--- src/core/ppc_defines.svh ---
// Register indices, field positions, codes and reset values of the port.
`ifndef PPC_DEFINES_SVH
`define PPC_DEFINES_SVH
`define PPC_IDX_EDGE 8'h00
`define PPC_IDX_PLL1 8'h01
`define PPC_IDX_PLL2 8'h02
`define PPC_IDX_PLL3 8'h03
`define PPC_IDX_OFFSET 8'h04
`define PPC_IDX_RES 8'h05
`define PPC_IDX_RESET 8'h08
`define PPC_IDX_VER 8'h10
`define PPC_IDX_REV 8'h11
`define PPC_IDX_STAT 8'h12
`define PPC_LAST_RW 4'h7
`define PPC_BIT_EDGE 2
`define PPC_BIT_FILTER 7
`define PPC_BIT_LOCK 1
`define PPC_CMD_DPA 4'hA
`define PPC_CMD_PLL 4'h5
`define PPC_RES_16 2'h0
`define PPC_RES_32 2'h1
`define PPC_RES_64 2'h3
`define PPC_MAX_16 6'h0F
`define PPC_MAX_32 6'h1F
`define PPC_MAX_64 6'h3F
`define PPC_TOT_16 7'h10
`define PPC_TOT_32 7'h20
`define PPC_TOT_64 7'h40
`define PPC_RST_BYTE 8'h00
`define PPC_RST_RES 2'h0
// Version and revision values are arbitrary.
`define PPC_CHIP_VER 8'h5A
`define PPC_CHIP_REV 8'hC3
`endif

--- src/core/ppc_pkg.sv ---
// Types shared by the phase configuration port.
package ppc_pkg;
  typedef enum logic [1:0] {stIdle, stAddr, stData} ppc_state_type;
  typedef struct packed {
    logic [7:0] cfg1;
    logic [7:0] cfg2;
    logic [7:0] cfg3;
  } ppc_pll_type;
  typedef struct packed {
    logic [5:0] elements;
    logic [6:0] total;
  } ppc_phase_type;
endpackage : ppc_pkg

--- src/core/ppc_reg_mem.sv ---
// Sixteen byte register store with a registered read port.
module ppc_reg_mem (
  input wire logic clock,
  input wire logic rst_n,
  input wire logic wrEn,
  input wire logic [3:0] wrAddr,
  input wire logic [7:0] wrData,
  input wire logic [3:0] rdAddr,
  output logic [7:0] rdData
);
  logic [7:0] mem [16];

  // Contents clear on reset so every register reads a defined value.
  always_ff @(posedge clock) begin
    if (!rst_n) begin
      for (int i = 0; i < 16; i++) begin
        mem[i] <= 8'h00;
      end
    end else if (wrEn) begin
      mem[wrAddr] <= wrData;
    end
  end

  always_ff @(posedge clock) begin
    if (!rst_n) begin
      rdData <= 8'h00;
    end else begin
      rdData <= mem[rdAddr];
    end
  end
endmodule : ppc_reg_mem

--- src/core/pll_phase_config_port.sv ---
// Indexed configuration port with phase adjuster and sync edge logic.
`include "ppc_defines.svh"

// How it works
// Index 4 bit 7 picks internal filter.
// Low index nibble increments per data byte.
// Upper index nibble never increments.
// Sync output delayed by selected element count.
// Resolution code sets element total and maximum.
// Host bypasses adjuster above 160 MHz.
// Resolution working copy loads on adjuster reset.
// Index 0 bit 2 picks sync edge.
// Index 8 commands reset adjuster or PLL.
// First write byte is index; reads continue.
module pll_phase_config_port (
  input wire logic clock,
  input wire logic rst_n,
  input wire logic txnStart,
  input wire logic wrValid,
  input wire logic [7:0] wrByte,
  input wire logic rdReq,
  input wire logic pllLocked,
  input wire logic syncIn,
  output logic rdValid,
  output logic [7:0] rdData,
  output logic loopFilterInternal,
  output logic syncFunctionOut,
  output logic pllResetPulse,
  output logic dpaResetPulse,
  output ppc_pkg::ppc_pll_type pllWorking,
  output ppc_pkg::ppc_phase_type phaseDelay
);
  import ppc_pkg::*;

  ppc_state_type state_reg;
  logic [7:0] index_reg;
  logic [7:0] edge_reg, offset_reg, resShadow_reg;
  ppc_pll_type pllShadow_reg;
  logic [1:0] resWorking_reg;
  logic [7:0] rdSel_reg;
  logic rdPend_reg;
  logic [7:0] memData;
  logic syncPrev_reg;
  logic [5:0] count_reg;
  logic busy_reg;
  logic dataWr, dataRd, memWr, syncEdge;
  logic [5:0] effOffset;

  function automatic logic [5:0] elemMax(input logic [1:0] res);
    case (res)
      `PPC_RES_32: elemMax = `PPC_MAX_32;
      `PPC_RES_64: elemMax = `PPC_MAX_64;
      default: elemMax = `PPC_MAX_16;
    endcase
  endfunction : elemMax

  function automatic logic [6:0] elemTotal(input logic [1:0] res);
    case (res)
      `PPC_RES_32: elemTotal = `PPC_TOT_32;
      `PPC_RES_64: elemTotal = `PPC_TOT_64;
      default: elemTotal = `PPC_TOT_16;
    endcase
  endfunction : elemTotal

  function automatic logic [7:0] nextIndex(input logic [7:0] idx);
    nextIndex = {idx[7:4], idx[3:0] + 4'h1};
  endfunction : nextIndex

  assign dataWr = wrValid && (state_reg == stData);
  assign dataRd = rdReq && !wrValid && (state_reg != stIdle);
  assign memWr = dataWr && (index_reg[7:4] == 4'h0) &&
                 (index_reg[3:0] <= `PPC_LAST_RW);

  // A transaction starts in the index phase; a read may start at once.
  always_ff @(posedge clock) begin
    if (!rst_n) begin
      state_reg <= stIdle;
    end else if (txnStart) begin
      state_reg <= stAddr;
    end else begin
      case (state_reg)
        stIdle: state_reg <= stIdle;
        stAddr: if (wrValid || rdReq) state_reg <= stData;
        stData: state_reg <= stData;
        default: state_reg <= stIdle;
      endcase
    end
  end

  // Index byte loads whole pointer; data bytes bump only the low nibble.
  always_ff @(posedge clock) begin
    if (!rst_n) begin
      index_reg <= `PPC_RST_BYTE;
    end else if (!txnStart && wrValid && state_reg == stAddr) begin
      index_reg <= wrByte;
    end else if (!txnStart && (dataWr || dataRd)) begin
      index_reg <= nextIndex(index_reg);
    end
  end

  ppc_reg_mem u_mem (
    .clock(clock),
    .rst_n(rst_n),
    .wrEn(memWr),
    .wrAddr(index_reg[3:0]),
    .wrData(wrByte),
    .rdAddr(index_reg[3:0]),
    .rdData(memData)
  );

  // Shadow copies of the registers that steer logic here.
  always_ff @(posedge clock) begin
    if (!rst_n) begin
      edge_reg <= `PPC_RST_BYTE;
      offset_reg <= `PPC_RST_BYTE;
      resShadow_reg <= `PPC_RST_BYTE;
      pllShadow_reg <= '0;
    end else if (memWr) begin
      case (index_reg)
        `PPC_IDX_EDGE: edge_reg <= wrByte;
        `PPC_IDX_PLL1: pllShadow_reg.cfg1 <= wrByte;
        `PPC_IDX_PLL2: pllShadow_reg.cfg2 <= wrByte;
        `PPC_IDX_PLL3: pllShadow_reg.cfg3 <= wrByte;
        `PPC_IDX_OFFSET: offset_reg <= wrByte;
        `PPC_IDX_RES: resShadow_reg <= wrByte;
        default: edge_reg <= edge_reg;
      endcase
    end
  end

  // Commands at index 8 pulse resets and load working copies.
  always_ff @(posedge clock) begin
    if (!rst_n) begin
      pllResetPulse <= 1'b0;
      dpaResetPulse <= 1'b0;
    end else begin
      pllResetPulse <= dataWr && index_reg == `PPC_IDX_RESET &&
                       wrByte[7:4] == `PPC_CMD_PLL;
      dpaResetPulse <= dataWr && index_reg == `PPC_IDX_RESET &&
                       wrByte[3:0] == `PPC_CMD_DPA;
    end
  end

  always_ff @(posedge clock) begin
    if (!rst_n) begin
      resWorking_reg <= `PPC_RST_RES;
    end else if (dataWr && index_reg == `PPC_IDX_RESET &&
                 wrByte[3:0] == `PPC_CMD_DPA) begin
      resWorking_reg <= resShadow_reg[1:0];
    end
  end

  always_ff @(posedge clock) begin
    if (!rst_n) begin
      pllWorking <= '0;
    end else if (dataWr && index_reg == `PPC_IDX_RESET &&
                 wrByte[7:4] == `PPC_CMD_PLL) begin
      pllWorking <= pllShadow_reg;
    end
  end

  always_ff @(posedge clock) begin
    if (!rst_n) begin
      loopFilterInternal <= 1'b0;
    end else if (memWr && index_reg == `PPC_IDX_OFFSET) begin
      loopFilterInternal <= wrByte[`PPC_BIT_FILTER];
    end
  end

  // Read path: memory cycle, then the answer byte one edge later.
  always_ff @(posedge clock) begin
    if (!rst_n) begin
      rdSel_reg <= `PPC_RST_BYTE;
      rdPend_reg <= 1'b0;
    end else begin
      rdSel_reg <= index_reg;
      rdPend_reg <= dataRd && !txnStart;
    end
  end

  always_ff @(posedge clock) begin
    if (!rst_n) begin
      rdValid <= 1'b0;
      rdData <= `PPC_RST_BYTE;
    end else begin
      rdValid <= rdPend_reg;
      if (rdPend_reg) begin
        if (rdSel_reg[7:4] == 4'h0 && rdSel_reg[3:0] <= `PPC_LAST_RW) begin
          rdData <= memData;
        end else if (rdSel_reg == `PPC_IDX_VER) begin
          rdData <= `PPC_CHIP_VER;
        end else if (rdSel_reg == `PPC_IDX_REV) begin
          rdData <= `PPC_CHIP_REV;
        end else if (rdSel_reg == `PPC_IDX_STAT) begin
          rdData <= {6'h00, pllLocked, 1'b0};
        end else begin
          rdData <= `PPC_RST_BYTE;
        end
      end
    end
  end

  // Offset is held within the range of the working resolution.
  assign effOffset = (offset_reg[5:0] > elemMax(resWorking_reg)) ?
                     elemMax(resWorking_reg) : offset_reg[5:0];
  assign syncEdge = edge_reg[`PPC_BIT_EDGE] ?
                    (syncPrev_reg && !syncIn) :
                    (!syncPrev_reg && syncIn);

  always_ff @(posedge clock) begin
    if (!rst_n) begin
      phaseDelay.elements <= 6'h00;
      phaseDelay.total <= `PPC_TOT_16;
    end else begin
      phaseDelay.elements <= effOffset;
      phaseDelay.total <= elemTotal(resWorking_reg);
    end
  end

  // Zero offset bypasses the delay, a useful setting for fast clocks.
  always_ff @(posedge clock) begin
    if (!rst_n) begin
      syncPrev_reg <= 1'b0;
      count_reg <= 6'h00;
      busy_reg <= 1'b0;
      syncFunctionOut <= 1'b0;
    end else begin
      syncPrev_reg <= syncIn;
      syncFunctionOut <= 1'b0;
      if (dpaResetPulse) begin
        busy_reg <= 1'b0;
      end else if (busy_reg) begin
        count_reg <= count_reg - 6'h01;
        if (count_reg == 6'h01) begin
          busy_reg <= 1'b0;
          syncFunctionOut <= 1'b1;
        end
      end else if (syncEdge) begin
        if (effOffset == 6'h00) begin
          syncFunctionOut <= 1'b1;
        end else begin
          count_reg <= effOffset;
          busy_reg <= 1'b1;
        end
      end
    end
  end
endmodule : pll_phase_config_port

--- config.mk ---
export PLATFORM = sky130hd
export DESIGN_NAME = pll_phase_config_port
export DESIGN_NICKNAME = d
export VERILOG_FILES = /design/src/core/ppc_pkg.sv /design/src/core/ppc_reg_mem.sv /design/src/core/pll_phase_config_port.sv
export VERILOG_INCLUDE_DIRS = /design/src /design/src/core
export SDC_FILE = /design/constraint.sdc
export NUM_CORES = 1
export LEC_CHECK = 0
export BUFFER_PORTS_ARGS = -buffer_cell sky130_fd_sc_hd__buf_2
export CAP_MARGIN = 10
export CORE_MARGIN = 1.5
export CORE_UTILIZATION = 40
export DETAILED_ROUTE_END_ITERATION = 12
export HOLD_SLACK_MARGIN = 0.02
export PLACE_DENSITY_LB_ADDON = 0.3
export SLEW_MARGIN = 20
export SYNTH_ARGS = -nofsm -noshare
export SYNTH_HDL_FRONTEND = slang
export SYNTH_SLANG_ARGS = --single-unit
--- constraint.sdc ---
create_clock -name clock -period 3.38 [get_ports clock]
set_input_delay 0.338 -clock clock [delete_from_list [all_inputs] [get_ports clock]]
set_output_delay 0.338 -clock clock [all_outputs]
set_load 0.05 [all_outputs]
==> results of run 1 <==
per-layer routing:
layer | wire length, um | vias to the layer above | GRT usage, %
met4 | 364 | 0 | 3.431
met1 | 9772 | 2766 | 24.14
li1 | - | 2784 | -
met2 | 9152 | 165 | 25.63
met5 | 0 | - | 0
met3 | 1226 | 23 | 2.943
power by group through the flow:
stage	clock, W	sequential, W	combinational [W]
5_1_grt	0.00311	0.00328	0.000363
2_1_floorplan	0	0.00331	0.000234
3_3_place_gp	0	0.00333	0.000330
4_1_cts	0.00299	0.00327	0.000334
6_report	0.00294	0.00327	0.000331
3_5_place_dp	0	0.00333	0.000333
logic make-up after synthesis:
| group | after synthesis | synth area share [%] |
|---|---|---|
| DFF | 244 | 63.22 |
| and+or+nand+nor | 222 | 13.03 |
| AOI/OAI and AO/OA | 94 | 6.568 |
| buffers and inverters | 74 | 3.335 |
| muxes | 71 | 12.43 |
| adders and majority gates | 10 | 1.283 |
| other | 1 | 0.03845 |
| xor gates and xnor gates | 1 | 0.08982 |
cells in the mapped netlist, drive strengths merged, types with 3 or more instances:
cell	instances
edfxtp	128
dfxtp	116
nor2	70
and2	50
mux4	40
clkbuf	36
and3	35
mux2i	30
inv	25
a21oi	24
a22o	24
nand2	21
o21ai	15
buf	13
ha	10
nor3	9
a21o	8
nand3	7
nand2b	6
o21a	5
nand3b	4
a211oi	3
nand4	3
nor2b	3
or3	3
through the flow:
stage	area, um2	worst slack (ns)	util, %	total power, W
6_report	11470	0.9224	48.42	0.006541
3_5_place_dp	10550	0.8986	44.54	0.003664
4_1_cts	11470	0.8877	48.42	0.006594
2_1_floorplan	10000	1.020	-	0.003548
5_1_grt	11470	0.6138	48.42	0.006751
3_3_place_gp	10550	0.9744	44.54	0.003658
worst paths after layout:
| path | from | to | slack, ns | depth (start not counted) |
|---|---|---|---|---|
| min reg2reg | u_mem.rdData[0]$_SDFF_PN0_ | rdData[0]$_SDFFE_PN0P_ | 0.45 | 2 |
| max reg2reg | index_reg[0]$_SDFFE_PN0P_ | pllWorking[3]$_SDFFE_PN0P_ | 0.92 | 7 |
| min | syncIn | syncPrev_reg$_SDFF_PN0_ | 0.05 | 2 |
| max | index_reg[0]$_SDFFE_PN0P_ | pllWorking[3]$_SDFFE_PN0P_ | 0.92 | 7 |
final cells by class:
type,count,area share (%)
sequential,244,53.78
multi-input combinational,466,30.64
clock buffer,39,7.387
tap,319,3.481
timing repair buffer,70,3.273
inverter,25,0.8183
clock inverter,9,0.6219
==> metrics.txt, run 1 <==
outcome=completed; Initial Utilization=41.18%; Period minus WS final=2.458 ns; clk sink count=244; I/O pin cnt=65; leading cell types in the layout, fill and taps excluded=128 x edfxtp_1, 115 x dfxtp_1, 68 x conb_1; FFs w/ async S/R, synth=0%; GR Overflow Total=0; Final Setup Violations=0; Top FF cell, synth=edfxtp_1; PD cells=570.4 nW/um2; die width=159.2 um; Layout Skew=0.009492 ns; sequential cell area=6167 um2; first drt pass iteration count=5; Layout Area Growth over Synthesis=17.57%; core area=23680 um2; worst-margin pin slew=0.7955 ns; Tcrit/Tclk final=72.71%; fin cells=1172; Psw=0.001441 W; Placed Cells=1124; CTS H-tree lvls=1; Clock transition at path regs=0.07 ns; Slew headroom=46.97%; slowest CP cell=nand4_4; power share of the clock group=45.0%; setup repair bufs after CTS=0; Mean Syn Cell Area=13.60 um2; YS warnings=0; Synth area leader=edfxtp_1; Multi-input gate area=3513 um2; RSZ-0062 raised after global routing=no; max cap viols=0; post-DP HPWL=13.53 mm; Final ANT Viol Nets=0; DRT iter0 DRCs=487; Post-Syn Instances=717; GRT Total Usage=16.46%; maximum vdd ir drop=0.3528 mV; Sw Ratio=22.02%; vias=5738; worst-path maximum fanout=25; post-synth top area share=39.41%; slowest cell delay on critical path=0.52 ns; Required @ worst endpoint=3.77 ns; worst path cell trace=inv_1 > ha_1 > nand3b_1 > nor3_4 > nand4_4 > mux2i_1 > nor2_1; Num CTS Buffers=26; fill count=2127; overall routed net length=20.52 mm; post-CTS resize count=0; Setup TNS=0 ns; Combinational Power Share=5.1%; Arr. time, crit path=2.85 ns; largest cells by area after synthesis=edfxtp_1 39%, dfxtp_1 24%, mux4_2 9.2%, and2_1 3.2%, mux2i_1 3.1%; leading cell type in the layout, fill and taps excluded=edfxtp_1; vias in the first global route=5796; CTS Buffer Depth=3; CTS tree=built; Vias/cell=4.896; row cnt=56; Root Driver=clkbuf_16; min-delay worst type=in2reg; CP startpoint kind=flip-flop; synth unique cells=55; WL per Instance=17.51 um; Fin. Hold Viols=0; EDFF count, synth=128; sequential power share=49.9%; LEAKAGE=4.800 nW; drt drc=0; first-pass GRT wire length=33.03 mm; cell area after synthesis=9753 um2; Slew Viols, Final=0; IO buf count=60; layout net count=858; worst-skew pair later-pin latency=0.52 ns; Max Freq=0.4069 GHz; Buf/Inv on CP=1; critical path class=reg2reg; max FFs per register=128; antenna cells=0; Die Ht=159.2 um; largest net degree at the start of global routing=39; antenna violations before repair=0; Hold WS=0.05195 ns; register area share after synthesis=63.22%; die area=25330 um2; Int Pwr=0.005101 W; Largest delay share family, worst path=simple AND/OR/NAND/NOR gates; share of cells above drive strength 1=20.28%; CP Capture Type=flip-flop; RD Place Congestion=0.7750; hold_buf cts=0; flops & latches, synth=244
Note: power is estimated with default switching activity, not from simulation.
==> inputs of run 2 (changes only) <==
Clock period 3.38 ns to 2.3 ns, I/O delays scaled along.
==> run 2 against run 1 <==
Clock skew up 0.0043 ns. Highest routed layer unchanged. Power up 45%. Non-clock buffer count up 20. Maximum frequency up 17%. Sequential power up 47%. Flip-flop and latch count unchanged. Cell count up 1.8%. First-iteration DRC count up 28%. Critical endpoint is now u_mem.mem[6][5]$_SDFFCE_PN0P_. Wire length up 6.3%. Clock-buffer cell count down 4. Via count up 4.2%. Worst hold slack better by 0.024 ns.
==> metrics.txt, run 2 (synthesized netlist as in run 1, its figures left out) <==
worst-skew pair later-pin latency=0.53 ns (was 0.52 ns); vias in the first global route=5899 (was 5796); CP startpoint kind=flip-flop (unchanged); overall routed net length=21.80 mm (was 20.52 mm); Final ANT Viol Nets=0 (unchanged); r2r worst-path depth=5 (was 7); Psw=0.002077 W (was 0.001441 W); PD cells=815.9 nW/um2 (was 570.4 nW/um2); clk sink count=244 (unchanged); core area=23680 um2 (unchanged); Int Pwr=0.007402 W (was 0.005101 W); layout net count=878 (was 858); sequential power share=50.7% (was 49.9%); power share of the clock group=43.8% (was 45.0%); maximum vdd ir drop=0.5934 mV (was 0.3528 mV); min-delay worst type=in2reg (unchanged); hold depth=3 (was 2); I/O pin cnt=65 (unchanged); first-pass GRT wire length=34.19 mm (was 33.03 mm); CP Capture Type=flip-flop (unchanged); Initial Utilization=41.18% (unchanged); die area=25330 um2 (unchanged); largest net degree at the start of global routing=36 (was 39); leading cell type in the layout, fill and taps excluded=edfxtp_1 (unchanged); Root Driver=clkbuf_16 (unchanged); Num CTS Buffers=26 (unchanged); CTS Buffer Depth=3 (unchanged); max FFs per register=128 (unchanged); Period minus WS final=2.101 ns (was 2.458 ns); first drt pass iteration count=5 (unchanged); DRT iter0 DRCs=625 (was 487); row cnt=56 (unchanged); drt drc=0 (unchanged); slowest CP cell=or4_4 (was nand4_4); Required @ worst endpoint=2.50 ns (was 3.77 ns); Max Freq=0.4759 GHz (was 0.4069 GHz); post-CTS resize count=0 (unchanged); leading cell types in the layout, fill and taps excluded=128 x edfxtp_1, 115 x dfxtp_1, 68 x conb_1 (unchanged); CTS H-tree lvls=1 (unchanged); Vias/cell=5.010 (was 4.896); WL per Instance=18.27 um (was 17.51 um); Fin. Hold Viols=0 (unchanged); Tcrit/Tclk final=91.36% (was 72.71%); Largest delay share family, worst path=simple AND/OR/NAND/NOR gates (unchanged); Final Setup Violations=0 (unchanged); antenna violations before repair=0 (unchanged); LEAKAGE=4.890 nW (was 4.800 nW); slowest cell delay on critical path=0.60 ns (was 0.52 ns); RD Place Congestion=0.8089 (was 0.7750); worst path cell trace=or4_4 > nor2_4 > and3_1 > nand2_1 > nand2_1 (was inv_1 > ha_1 > nand3b_1 > nor3_4 > nand4_4 > mux2i_1 > nor2_1); vias=5977 (was 5738); share of cells above drive strength 1=21.65% (was 20.28%); Die Ht=159.2 um (unchanged); IO buf count=60 (unchanged); Layout Skew=0.01383 ns (was 0.009492 ns); CTS tree=built (unchanged); Slew Viols, Final=0 (unchanged); Combinational Power Share=5.5% (was 5.1%); CP dominant cell by count=nand2_1; Buf/Inv on CP=0 (was 1); die width=159.2 um (unchanged); GR Overflow Total=0 (unchanged); post-DP HPWL=14.48 mm (was 13.53 mm); CP Depth=5 (was 7); GRT Total Usage=17.28% (was 16.46%); Arr. time, crit path=2.30 ns (was 2.85 ns); Clock transition at path regs=0.07 ns (about the same); Setup TNS=0 ns (unchanged); outcome=completed (unchanged); max cap viols=0 (unchanged); RSZ-0062 raised after global routing=no (unchanged); Sw Ratio=21.91% (was 22.02%); Power Total=0.009479 W (was 0.006541 W); critical path class=reg2reg (unchanged); worst-path maximum fanout=8 (was 25); Layout Area Growth over Synthesis=19.11% (was 17.57%)
==> run 2: cell types whose count changed in the layout (fill, tap and decap cells not counted), moves of 2 or more <==
cell and change:
buf_12 +3, buf_4 +15, clkbuf_16 -2, clkbuf_8 -2, clkinv_1 +2, clkinv_2 +7, clkinv_4 -5, dlygate4sd3_1 +2
==> run 2: through the flow <==
stage / cells / cell area [um2] / utilization [%] / hold slack [ns] / worst slack, ns
6_report: 1193 / 11620 / 49.05 / 0.07589 / 0.1987
5_1_grt: 1192 / 11610 / 49.04 / 0.08178 / 0.07479
4_1_cts: 1192 / 11610 / 49.04 / 0.04920 / 0.1734
3_5_place_dp: 1142 / 10730 / 45.29 / 0.4538 / 0.1923
3_3_place_gp: 1142 / 10730 / 45.29 / 0.4561 / 0.2303
2_1_floorplan: 784 / 10010 / - / 0.3474 / 0.09939
==> run 2: final timing paths <==
kind / startpoint / to / slack, ns
max: index_reg[7]$_SDFFE_PN0P_ / u_mem.mem[6][5]$_SDFFCE_PN0P_ / 0.20
min: wrValid / rdPend_reg$_SDFF_PN0_ / 0.08
max reg2reg: index_reg[7]$_SDFFE_PN0P_ / u_mem.mem[6][5]$_SDFFCE_PN0P_ / 0.20
min reg2reg: rdData[2]$_SDFFE_PN0P_ / rdData[2]$_SDFFE_PN0P_ / 0.47
==> run 2: area by class of cell <==
cell class	count	area [um2]
multi-input cells	466	3517
diodes	1	2.502
flip-flops and latches	244	6167
fillers	2094	12070
clock inverters	13	101.3
clock buffers	35	768.2
well taps	319	399.1
inverters	25	93.84
repair buffers	90	568.0
==> run 2: repair_timing <==
item,4_1_cts,5_1_grt
hold endpoints to repair,2,0
buffers inserted,0,0
hold buffers,2,0
==> run 2: worst reg2reg max path: stages (launching register included) <==
cell	delay, ns
dfxtp_1	0.32
or4_4	0.60
nor2_4	0.17
and3_1	0.31
nand2_1	0.09
nand2_1	0.29
==> run 2: power by group through the flow <==
stage | logic, W | registers (W) | clock network, W
2_1_floorplan | 0.000344 | 0.00487 | 0
3_3_place_gp | 0.000507 | 0.00489 | 0
3_5_place_dp | 0.000513 | 0.00490 | 0
4_1_cts | 0.000518 | 0.00481 | 0.00423
5_1_grt | 0.000560 | 0.00482 | 0.00441
6_report | 0.000520 | 0.00481 | 0.00415
==> run 2: layer usage <==
layer | up-vias | GRT usage, % | routed length (um)
met1 | 2892 | 24.83 | 10100
met4 | 0 | 4.288 | 475
met3 | 44 | 3.959 | 1543
met5 | - | 0 | 0
li1 | 2837 | - | -
met2 | 204 | 26.50 | 9682
